<file path="src/hw/cbrd_regs.svh">
// Offsets, field positions, reset values and masks of the relocation decode.
`ifndef CBRD_REGS_SVH
`define CBRD_REGS_SVH
// ==========================================================================
// Register offsets within the 256-byte peripheral register block.
`define CBRD_OFS_RELOC      8'hFE
`define CBRD_OFS_RESCFG     8'hF6
// ==========================================================================
// Relocation register fields and reset value.
`define CBRD_RELOC_RESET    16'h20FF
`define CBRD_RELOC_WMASK    16'h5FFF
`define CBRD_BIT_SLAVE      14
`define CBRD_BIT_MEM        12
`define CBRD_BASE_HI        11
`define CBRD_BASE_LO        0
`define CBRD_IO_CMP_HI      7
`define CBRD_BASE_LOW_BITS  8'h00
`define CBRD_ZERO16         16'h0000
`define CBRD_PULL_LEVEL     16'hFFFF
// ==========================================================================
// Host command port offsets.
`define CBRD_H_ADDR         8'h00
`define CBRD_H_CTRL         8'h04
`define CBRD_H_WDATA        8'h08
`define CBRD_H_STATUS       8'h0C
`define CBRD_H_RDATA        8'h10
`define CBRD_H_RESET        8'h14
`define CBRD_H_STRAP        8'h18
`define CBRD_H_CTRL_WRITE   0
`define CBRD_H_CTRL_MEM     1
`define CBRD_H_RST_HOLD     0
`define CBRD_H_RST_STRAP    1
`endif

</file>
<file path="src/hw/cbrd_pkg.sv">
// Types shared by both ends of the relocation decode link.
package cbrd_pkg;
   // =======================================================================
   // Host bus-cycle sequencer states, one-hot.
   typedef enum logic [2:0] {
      CBRD_S_IDLE  = 3'b001,
      CBRD_S_ISSUE = 3'b010,
      CBRD_S_RESP  = 3'b100
   } cbrd_host_st_t;

   // =======================================================================
   // Whole state of the decode end.
   typedef struct packed {
      logic [15:0] reloc;
      logic [15:0] rescfg;
      logic        hit;
      logic [15:0] rdata;
   } cbrd_dev_state_t;

   // =======================================================================
   // Whole state of the bus-unit end.
   typedef struct packed {
      cbrd_host_st_t st;
      logic          strobe;
      logic          mem;
      logic          write;
      logic [19:0]   addr;
      logic [15:0]   wdata;
      logic [15:0]   ad_out;
      logic          ad_oe;
      logic [7:0]    ao_hi;
      logic [15:0]   rdata;
      logic          hit_seen;
      logic          done;
      logic          rst_hold;
      logic          strap_en;
      logic [15:0]   strap;
      logic [31:0]   sw_rdata;
   } cbrd_host_state_t;
endpackage

</file>
<file path="src/hw/cbrd_if.sv">
// Link between the processor bus unit and the register block decode.
`timescale 1ns/100ps
`default_nettype none
`include "cbrd_regs.svh"
interface cbrd_if;
   logic        cyc_strobe;       // One-cycle bus cycle request.
   logic        cyc_mem;          // 1 memory space, 0 I/O space.
   logic        cyc_write;
   logic [19:0] cyc_addr;
   logic [15:0] cyc_wdata;        // Internal write data path.
   logic [15:0] biu_ad_out;
   logic        biu_ad_oe;
   logic [7:0]  upper_address_only_lines;
   logic        reset_input_low;
   logic        dev_hit;
   logic [15:0] dev_rdata;
   logic [15:0] muxed_addr_data_bus;

   // Undriven lines float high through weak pull-ups.
   assign muxed_addr_data_bus = biu_ad_oe ? biu_ad_out : `CBRD_PULL_LEVEL;

   modport dev (
      input  cyc_strobe, cyc_mem, cyc_write, cyc_addr, cyc_wdata,
      input  upper_address_only_lines, reset_input_low, muxed_addr_data_bus,
      output dev_hit, dev_rdata
   );
   modport host (
      output cyc_strobe, cyc_mem, cyc_write, cyc_addr, cyc_wdata,
      output biu_ad_out, biu_ad_oe, upper_address_only_lines,
      output reset_input_low,
      input  dev_hit, dev_rdata, muxed_addr_data_bus
   );
endinterface
`default_nettype wire

</file>
<file path="src/hw/cbrd_host.sv">
// Processor bus unit end: issues memory and I/O cycles and drives reset.
//
// Strobed register access was left to the implementer.
`timescale 1ns/100ps
`default_nettype none
`include "cbrd_regs.svh"
module cbrd_host (
   input  wire logic        clock_in,
   input  wire logic        rst_b_in,
   input  wire logic        ce_in,
   input  wire logic [7:0]  sw_addr_in,
   input  wire logic [31:0] sw_wdata_in,
   input  wire logic        sw_wr_in,
   input  wire logic        sw_rd_in,
   output logic [31:0]      sw_rdata_out,
   input  wire logic        sync_ready_in,
   input  wire logic        async_ready_in,
   output logic             busy_out,
   cbrd_if.host             link
);
   // =======================================================================
   // State.
   cbrd_pkg::cbrd_host_state_t st_r;
   cbrd_pkg::cbrd_host_state_t st_nxt;
   logic                       idle;

   assign idle = (st_r.st == cbrd_pkg::CBRD_S_IDLE);

   // =======================================================================
   // Command registers, bus sequencer and read port.
   always_comb begin
      st_nxt        = st_r;
      st_nxt.strobe = 1'b0;
      if (sw_wr_in) begin
         unique case (sw_addr_in)
            `CBRD_H_ADDR:  st_nxt.addr = sw_wdata_in[19:0];
            `CBRD_H_WDATA: st_nxt.wdata = sw_wdata_in[15:0];
            `CBRD_H_STRAP: st_nxt.strap = sw_wdata_in[15:0];
            `CBRD_H_RESET: begin
               st_nxt.rst_hold = sw_wdata_in[`CBRD_H_RST_HOLD];
               st_nxt.strap_en = sw_wdata_in[`CBRD_H_RST_STRAP];
            end
            // I/O top address bits go out as software wrote them
            // A launch while busy or in reset is ignored.
            `CBRD_H_CTRL: begin
               if (idle && !st_r.rst_hold) begin
                  st_nxt.write    = sw_wdata_in[`CBRD_H_CTRL_WRITE];
                  st_nxt.mem      = sw_wdata_in[`CBRD_H_CTRL_MEM];
                  st_nxt.strobe   = 1'b1;
                  st_nxt.done     = 1'b0;
                  st_nxt.st       = cbrd_pkg::CBRD_S_ISSUE;
               end
            end
            default: ;
         endcase
      end
      unique case (st_r.st)
         cbrd_pkg::CBRD_S_IDLE: ;
         cbrd_pkg::CBRD_S_ISSUE: st_nxt.st = cbrd_pkg::CBRD_S_RESP;
         cbrd_pkg::CBRD_S_RESP: begin
            if (link.dev_hit) begin
               st_nxt.rdata    = link.dev_rdata;
               st_nxt.hit_seen = 1'b1;
               st_nxt.done     = 1'b1;
               st_nxt.st       = cbrd_pkg::CBRD_S_IDLE;
            end else if (sync_ready_in || async_ready_in) begin
               st_nxt.rdata    = link.muxed_addr_data_bus;
               st_nxt.hit_seen = 1'b0;
               st_nxt.done     = 1'b1;
               st_nxt.st       = cbrd_pkg::CBRD_S_IDLE;
            end
         end
      endcase
      // Pins: strap drive only in reset, otherwise a normal external cycle.
      if (st_nxt.rst_hold) begin
         st_nxt.ad_oe  = st_nxt.strap_en;
         st_nxt.ad_out = st_nxt.strap;
         st_nxt.ao_hi  = st_nxt.strap[15:8];
      end else begin
         st_nxt.ad_oe  = st_nxt.write &&
                         (st_nxt.st != cbrd_pkg::CBRD_S_IDLE);
         st_nxt.ad_out = st_nxt.wdata;
         st_nxt.ao_hi  = st_nxt.addr[15:8];
      end
      st_nxt.sw_rdata = 32'h0000_0000;
      if (sw_rd_in) begin
         unique case (sw_addr_in)
            `CBRD_H_ADDR:   st_nxt.sw_rdata = {12'h000, st_r.addr};
            `CBRD_H_CTRL:   st_nxt.sw_rdata = {30'h0000_0000, st_r.mem,
                                               st_r.write};
            `CBRD_H_WDATA:  st_nxt.sw_rdata = {16'h0000, st_r.wdata};
            `CBRD_H_STATUS: st_nxt.sw_rdata = {29'h0000_0000, st_r.hit_seen,
                                               st_r.done, ~idle};
            `CBRD_H_RDATA:  st_nxt.sw_rdata = {16'h0000, st_r.rdata};
            `CBRD_H_RESET:  st_nxt.sw_rdata = {30'h0000_0000, st_r.strap_en,
                                               st_r.rst_hold};
            `CBRD_H_STRAP:  st_nxt.sw_rdata = {16'h0000, st_r.strap};
            default:        st_nxt.sw_rdata = 32'h0000_0000;
         endcase
      end
   end

   // =======================================================================
   // State register.
   always_ff @(posedge clock_in or negedge rst_b_in) begin
      if (!rst_b_in) begin
         st_r    <= '0;
         st_r.st <= cbrd_pkg::CBRD_S_IDLE;
      end else if (ce_in) begin
         st_r <= st_nxt;
      end
   end

   // =======================================================================
   // Outputs straight from the state register.
   assign link.cyc_strobe               = st_r.strobe;
   assign link.cyc_mem                  = st_r.mem;
   assign link.cyc_write                = st_r.write;
   assign link.cyc_addr                 = st_r.addr;
   assign link.cyc_wdata                = st_r.wdata;
   assign link.biu_ad_out               = st_r.ad_out;
   assign link.biu_ad_oe                = st_r.ad_oe;
   assign link.upper_address_only_lines = st_r.ao_hi;
   assign link.reset_input_low          = ~st_r.rst_hold;
   assign sw_rdata_out                  = st_r.sw_rdata;
   assign busy_out                      = ~idle;
endmodule
`default_nettype wire

</file>
<file path="src/flat_wrapper.sv">
// flat-port wrapper written by rule: the top's interface ports become plain ports
module cbrd_host_flat 
  (clock_in, rst_b_in, ce_in, sw_addr_in, sw_wdata_in, sw_wr_in, sw_rd_in, sw_rdata_out, sync_ready_in, async_ready_in, busy_out, link_cyc_strobe, link_cyc_mem, link_cyc_write, link_cyc_addr, link_cyc_wdata, link_biu_ad_out, link_biu_ad_oe, link_upper_address_only_lines, link_reset_input_low, link_dev_hit, link_dev_rdata);
  cbrd_if link_i ();
  input  wire logic clock_in;
  input  wire logic rst_b_in;
  input  wire logic ce_in;
  input  wire logic [7:0] sw_addr_in;
  input  wire logic [31:0] sw_wdata_in;
  input  wire logic sw_wr_in;
  input  wire logic sw_rd_in;
  output logic [31:0] sw_rdata_out;
  input  wire logic sync_ready_in;
  input  wire logic async_ready_in;
  output logic busy_out;
  output wire logic [$bits(link_i.cyc_strobe)-1:0] link_cyc_strobe;
  output wire logic [$bits(link_i.cyc_mem)-1:0] link_cyc_mem;
  output wire logic [$bits(link_i.cyc_write)-1:0] link_cyc_write;
  output wire logic [$bits(link_i.cyc_addr)-1:0] link_cyc_addr;
  output wire logic [$bits(link_i.cyc_wdata)-1:0] link_cyc_wdata;
  output wire logic [$bits(link_i.biu_ad_out)-1:0] link_biu_ad_out;
  output wire logic [$bits(link_i.biu_ad_oe)-1:0] link_biu_ad_oe;
  output wire logic [$bits(link_i.upper_address_only_lines)-1:0] link_upper_address_only_lines;
  output wire logic [$bits(link_i.reset_input_low)-1:0] link_reset_input_low;
  input wire logic [$bits(link_i.dev_hit)-1:0] link_dev_hit;
  input wire logic [$bits(link_i.dev_rdata)-1:0] link_dev_rdata;
  assign link_cyc_strobe = link_i.cyc_strobe;
  assign link_cyc_mem = link_i.cyc_mem;
  assign link_cyc_write = link_i.cyc_write;
  assign link_cyc_addr = link_i.cyc_addr;
  assign link_cyc_wdata = link_i.cyc_wdata;
  assign link_biu_ad_out = link_i.biu_ad_out;
  assign link_biu_ad_oe = link_i.biu_ad_oe;
  assign link_upper_address_only_lines = link_i.upper_address_only_lines;
  assign link_reset_input_low = link_i.reset_input_low;
  assign link_i.dev_hit = link_dev_hit;
  assign link_i.dev_rdata = link_dev_rdata;
  cbrd_host u_core (.clock_in(clock_in), .rst_b_in(rst_b_in), .ce_in(ce_in), .sw_addr_in(sw_addr_in), .sw_wdata_in(sw_wdata_in), .sw_wr_in(sw_wr_in), .sw_rd_in(sw_rd_in), .sw_rdata_out(sw_rdata_out), .sync_ready_in(sync_ready_in), .async_ready_in(async_ready_in), .busy_out(busy_out), .link(link_i));
endmodule
</file>
<file path="config.mk">
export PLATFORM = sky130hd
export DESIGN_NAME = cbrd_host_flat
export DESIGN_NICKNAME = d
export VERILOG_FILES = /design/src/hw/cbrd_pkg.sv /design/src/hw/cbrd_if.sv /design/src/hw/cbrd_host.sv /design/src/flat_wrapper.sv
export VERILOG_INCLUDE_DIRS = /design/src /design/src/hw
export SDC_FILE = /design/constraint.sdc
export NUM_CORES = 1
export LEC_CHECK = 0
export BUFFER_PORTS_ARGS = -buffer_cell sky130_fd_sc_hd__buf_2
export CAP_MARGIN = 20
export CORE_MARGIN = 3
export CORE_UTILIZATION = 49
export CTS_CLUSTER_SIZE = 28
export DETAILED_ROUTE_END_ITERATION = 16
export GPL_ROUTABILITY_DRIVEN = 0
export GPL_TIMING_DRIVEN = 1
export PLACE_DENSITY = 0.77
export SETUP_SLACK_MARGIN = 0.05
export SLEW_MARGIN = 20
export SYNTH_ARGS = -nofsm -noshare
export SYNTH_HDL_FRONTEND = slang
export SYNTH_SLANG_ARGS = --single-unit
</file>
<file path="constraint.sdc">
create_clock -name clock_in -period 2 [get_ports clock_in]
set_input_delay 0.4 -clock clock_in [delete_from_list [all_inputs] [get_ports clock_in]]
set_output_delay 0.4 -clock clock_in [all_outputs]
set_load 0.02 [all_outputs]
</file>
---- Yosys cells after proc, flatten, opt, wreduce, memory -nomap -nowiden ----
Index checks and enable logic that the tools add are counted.
operators by class
  equal/unequal tests ..................... 10
  reductions and logical operators ........ 9
  multiplexer cells ....................... 20
  bitwise gates (word level) .............. 2
operators with widths
  cell                                                                      number
  20-bit one-hot mux with 7 select lines                                    1
  16-bit two-way mux                                                        3
  42-bit two-way mux                                                        1
  18-bit two-way mux                                                        2
  32-bit two-way mux                                                        1
  25-bit two-way mux                                                        1
  8-bit by 5-bit equality test with 1-bit output (second input constant)    3
  20-bit two-way mux                                                        1
  19-bit two-way mux                                                        1
  8-bit by 4-bit equality test with 1-bit output (second input constant)    2
  6-bit two-way mux                                                         2
  8-bit by 3-bit equality test with 1-bit output (second input constant)    1
  8-bit logical NOT                                                         1
  3-bit two-way mux                                                         2
  3-bit one-hot mux with 2 select lines                                     1
  3-bit AND reduction                                                       2
  4-bit AND reduction                                                       1
  3-bit by 1-bit equality test with 1-bit output (second input constant)    1
  3-bit by 2-bit equality test with 1-bit output (second input constant)    1
  3-bit equality test (second input constant)                               1
  1-bit two-way mux                                                         3
  3-bit by 1-bit inequality test with 1-bit output (second input constant)  1
  1-bit logical AND                                                         2
  2-bit two-way mux                                                         1
  other kinds (4)                                                           5
word-level totals
  bits of input ports ..................... 64
  flip-flop bits (word level) ............. 135
  word-level logic and storage cells ...... 58
  output and inout port bits .............. 98

---- Logic depth before layout (Yosys ltp) ----
  word-level depth ........................ 11
  gate-level depth with buffers ........... 8
  depth with buffers taken out ............ 5

---- Least setup slack after synthesis ----
Ideal clock, no wire load.
  path kind ............................... reg2reg
  start point ............................. register u_core.st_r[132] (netlist bit)
  end point ............................... register u_core.st_r, in the netlist u_core.link.biu_ad_oe
  clock period less this slack ............ 2122 ps
  data arrival time ....................... 2018 ps
  setup time .............................. 104 ps
  data required time ...................... 1896 ps
  path buffers ............................ 0
  cell stages (with the launch flop) ...... 6
  setup slack ............................. -122 ps
  path through ............................ dfstp_2 -> or3b_2 -> and4bb_2 -> a32oi_1 -> or4_1 -> o311ai_1
between the ends
  word-level cells in the longest chain between the ends .. 11
  elaborated cells on any way between the ends .. 13
  those cells by class .................... eq/ne: 4; mux: 7; reduce/logical: 2
RTL lines
  item                                              line              source
  start: declaration                                cbrd_host.sv:23   cbrd_pkg::cbrd_host_state_t st_r;
  start signal: assignment                          cbrd_host.sv:110  st_r <= st_nxt;
  3-bit by 1-bit equality test with 1-bit output    cbrd_host.sv:27   assign idle = (st_r.st == cbrd_pkg::CBRD_S_IDLE);
  1-bit logical AND                                 cbrd_host.sv:46   if (idle && !st_r.rst_hold) begin
  6-bit two-way mux                                 cbrd_host.sv:46
  6-bit two-way mux                                 cbrd_host.sv:35   unique case (sw_addr_in)
  42-bit two-way mux                                cbrd_host.sv:34   if (sw_wr_in) begin
  3-bit two-way mux                                 cbrd_host.sv:66   end else if (sync_ready_in || async_ready_in) begin
  3-bit two-way mux                                 cbrd_host.sv:61   if (link.dev_hit) begin
  3-bit one-hot mux with 2 select lines             cbrd_host.sv:57   unique case (st_r.st)
  3-bit by 1-bit inequality test with 1-bit output  cbrd_host.sv:81   (st_nxt.st != cbrd_pkg::CBRD_S_IDLE);
  1-bit logical AND *                               cbrd_host.sv:80   st_nxt.ad_oe = st_nxt.write &&
  25-bit two-way mux *                              cbrd_host.sv:75   if (st_nxt.rst_hold) begin
Every way passes the cells marked *; elsewhere a longest branch is shown, timed or not.
A chain may end at the register's enable or synchronous reset.

---- Final worst setup path ----
  start point ............................. register u_core.st_r[132] (netlist bit)
  end point ............................... register u_core.st_r, in the netlist u_core.link.cyc_mem
between the ends
  word-level cells in the longest chain between the ends .. 3
RTL lines
  item                                            line
  3-bit by 1-bit equality test with 1-bit output  cbrd_host.sv:27
  1-bit logical AND                               cbrd_host.sv:46
  4-bit AND reduction (no source line)            -
Every way passes these cells.

==> impl_metrics.ini <==
[status]
failed_checks = setup timing
outcome = finished with violations

[timing]
clock.fmax_ghz = 0.486
fin_crit_ps = 2060
finalSetupViolations = 4
timing.hold.ws_ps = 229
fin_skew_ps = 10.3
setup_slack_ps = -57.5
final_hold_viol_count = 0
tns_ps = -167
worst_pin_slew_ps = 679
maxSlewViolCount = 0
rsz0062_at_grt = yes
period_share = 1.03
slew_headroom = 0.547

[grt]
grt_pass1_wl_mm = 29.8
grt_max_degree = 83
grt_usage = 0.256
grt_pass1_vias = 5589
antenna_found_initial = 0
gr-total-overflow = 0

[floorplan]
die_x_um = 124
die_h_um = 124
core_mm2 = 0.0135
start_util = 0.507
rows = 42
dieArea_mm2 = 0.0154
ios = 162

[min_path]
min_path_type = in2reg
hold_depth = 2
min_to = u_core.link.cyc_addr[18]$_DFFE_PN0P_
hp-start = sw_wdata_in[18]

[routing]
vias = 5644
first_pass_iters = 6
postRouteAntennaNets = 0
drt_iter0_drc = 673
wirelength_mm = 19.6
drc = 0
vias_per_cell = 6.06
post_drt_wl_per_cell_um = 21.1

[finish]
layout_common_cells = buf_2, dfrtp_1, nor2_1
diodes = 0
drive_above_1_share = 0.407
instances_no_fill = 932
utilization = 0.601
layout.cells.most_common = buf_2
areaGrowthSynthToFinish_pct = 18.6
fin_nets = 807

[clock_tree]
clock-sinks = 123
path_clk_slew_ps = 50
cts_made_buffers = 17
root_buffer = clkbuf_16
cts_tree = yes
insertion_delay_ps = 420
clock_path_buffers = 2
h-tree-depth = 4

[placed_design]
dp_hpwl_mm = 13.6
port_buffers = 137
dp_cells = 898

[logic_synthesis]
synth_seq_area_share = 0.451
synthCells = 660
synth_area_leaders = dfrtp_1, buf_4, mux2_2, a21oi_1, mux4_2
synthArstFlopShare = 1.00
synth_edf_count = 0
syn_area_mm2 = 0.00682
synth.avg_cell_area_um2 = 10.3
synthFlopType = dfrtp_1
synth_top_cell_area_share = 0.448
synth.ff_latch_count = 123
yosysWarningCount = 0
synth.largest_area_cell = dfrtp_1
synth.distinct_cells = 56

[setup_path]
critPathMaxFanout = 5
cp_cell_sequence = or3b_4, and4bb_2, nand3_1, mux2_2
r2r_end = u_core.link.cyc_mem$_DFFE_PN0P_
path_class = reg2reg
r2r_slack_ps = -60
worstSetupStartpointType = register
r2r_cells = 4
critPathMaxStageDelay_ps = 530
cp.arrival_ps = 2340
crit_path_end_kind = register
timing.rr.start = u_core.st_r[132]$_DFFE_PN1P_
slowest_stage = dfstp_2
cp.required_ps = 2290

[pwr]
ir_worst_vdd_uv = 603
p_per_area_mw_per_mm2 = 910
finalPower_mw = 7.36
leakage_nw = 4.07

[job]
maxCapViolations = 0
layout make-up:
cell class              count  area (um^2)
repair buffers            192         1210
multi-input cells         403         2910
inverters                   6         22.5
clock buffers              20          447
well taps                 176          220
clock inverters            12          194
fillers                  1095         5370
flip-flops and latches    123         3080
registers in the layout, indices dropped and copies added (netlist names):
name	cells
u_core.link.upper_address_only_lines	8
u_core.link.cyc_addr	20
u_core.link.cyc_wdata	16
u_core.link.cyc_strobe	1
u_core.link.cyc_write	1
u_core.link.biu_ad_oe	1
u_core.link.biu_ad_out	16
u_core.sw_rdata_out	20
u_core.link.cyc_mem	1
u_core.st_r	39
report_power, final:
group          switching, mW  leakage, nW  internal, mW
sequential             0.149         1.62          2.64
combinational          0.756         2.14         0.467
clock                   1.10        0.310          2.24
worst max-delay path by stage:
stage                                 startpoint                                             endpoint
finish              u_core.st_r[132]$_DFFE_PN1P_                      u_core.link.cyc_mem$_DFFE_PN0P_
global route        u_core.st_r[132]$_DFFE_PN1P_                    u_core.link.biu_ad_oe$_DFFE_PN0P_
CTS                 u_core.st_r[132]$_DFFE_PN1P_                    u_core.link.biu_ad_oe$_DFFE_PN0P_
detailed placement                 sw_addr_in[5]  u_core.link.upper_address_only_lines[2]$_DFFE_PN0P_
global placement                   sw_addr_in[5]                    u_core.link.biu_ad_oe$_DFFE_PN0P_
floorplan           u_core.st_r[132]$_DFFE_PN1P_                    u_core.link.biu_ad_oe$_DFFE_PN0P_
logic make-up (layout without fill, tap and decap cells):
kind of cell | after synthesis | in the layout | synth area share
other | 1 | 12 | 0.000550
buffers and inverters | 145 | 230 | 0.134
flip-flops | 123 | 123 | 0.451
multiplexers | 77 | 77 | 0.147
AND/OR/NAND/NOR | 169 | 169 | 0.118
AO/OA/AOI/OAI | 145 | 145 | 0.149
worst max-delay path: cells and delay by family, from the launching register on:
kind / cells / cell delay (ps)
AND/OR/NAND/NOR: 3 / 1000
flip-flops: 1 / 530
multiplexers: 1 / 400
synth_stat cells (all sizes together) (3+ instances only):
library cell	number
dfrtp	122
inv	6
mux4	13
and3	10
mux2	49
nor2	65
a21oi	59
nand3	27
mux2i	15
a31oi	5
a31o	7
buf	108
o221a	4
a32o	13
clkbuf	31
nor4b	3
nand2	43
o21ai	20
a41o	12
nor3	4
a221oi	8
a22o	6
metal layers:
layer	vias up	part of all wire	GRT usage
met5	-	0	0
met4	0	0.028	0.108
met2	327	0.48	0.415
met1	2813	0.40	0.328
met3	48	0.097	0.0654
li1	2456	-	-
timing repair:
action	in CTS	in global routing
endpoints found under the hold margin	27	0
resized for setup	3	0
setup buffers	0	1
setup endpoints to repair	5	7
hold buffers	1	0
through the flow:
step / cell area, um^2 / setup slack [ps]
floorplan: 6880 / 17.1
global placement: 7420 / -92.6
detailed placement: 7420 / -134
CTS: 8080 / -32.0
global route: 8090 / -104
finish: 8090 / -57.5
No activity file was read; power rests on OpenSTA's default activity.
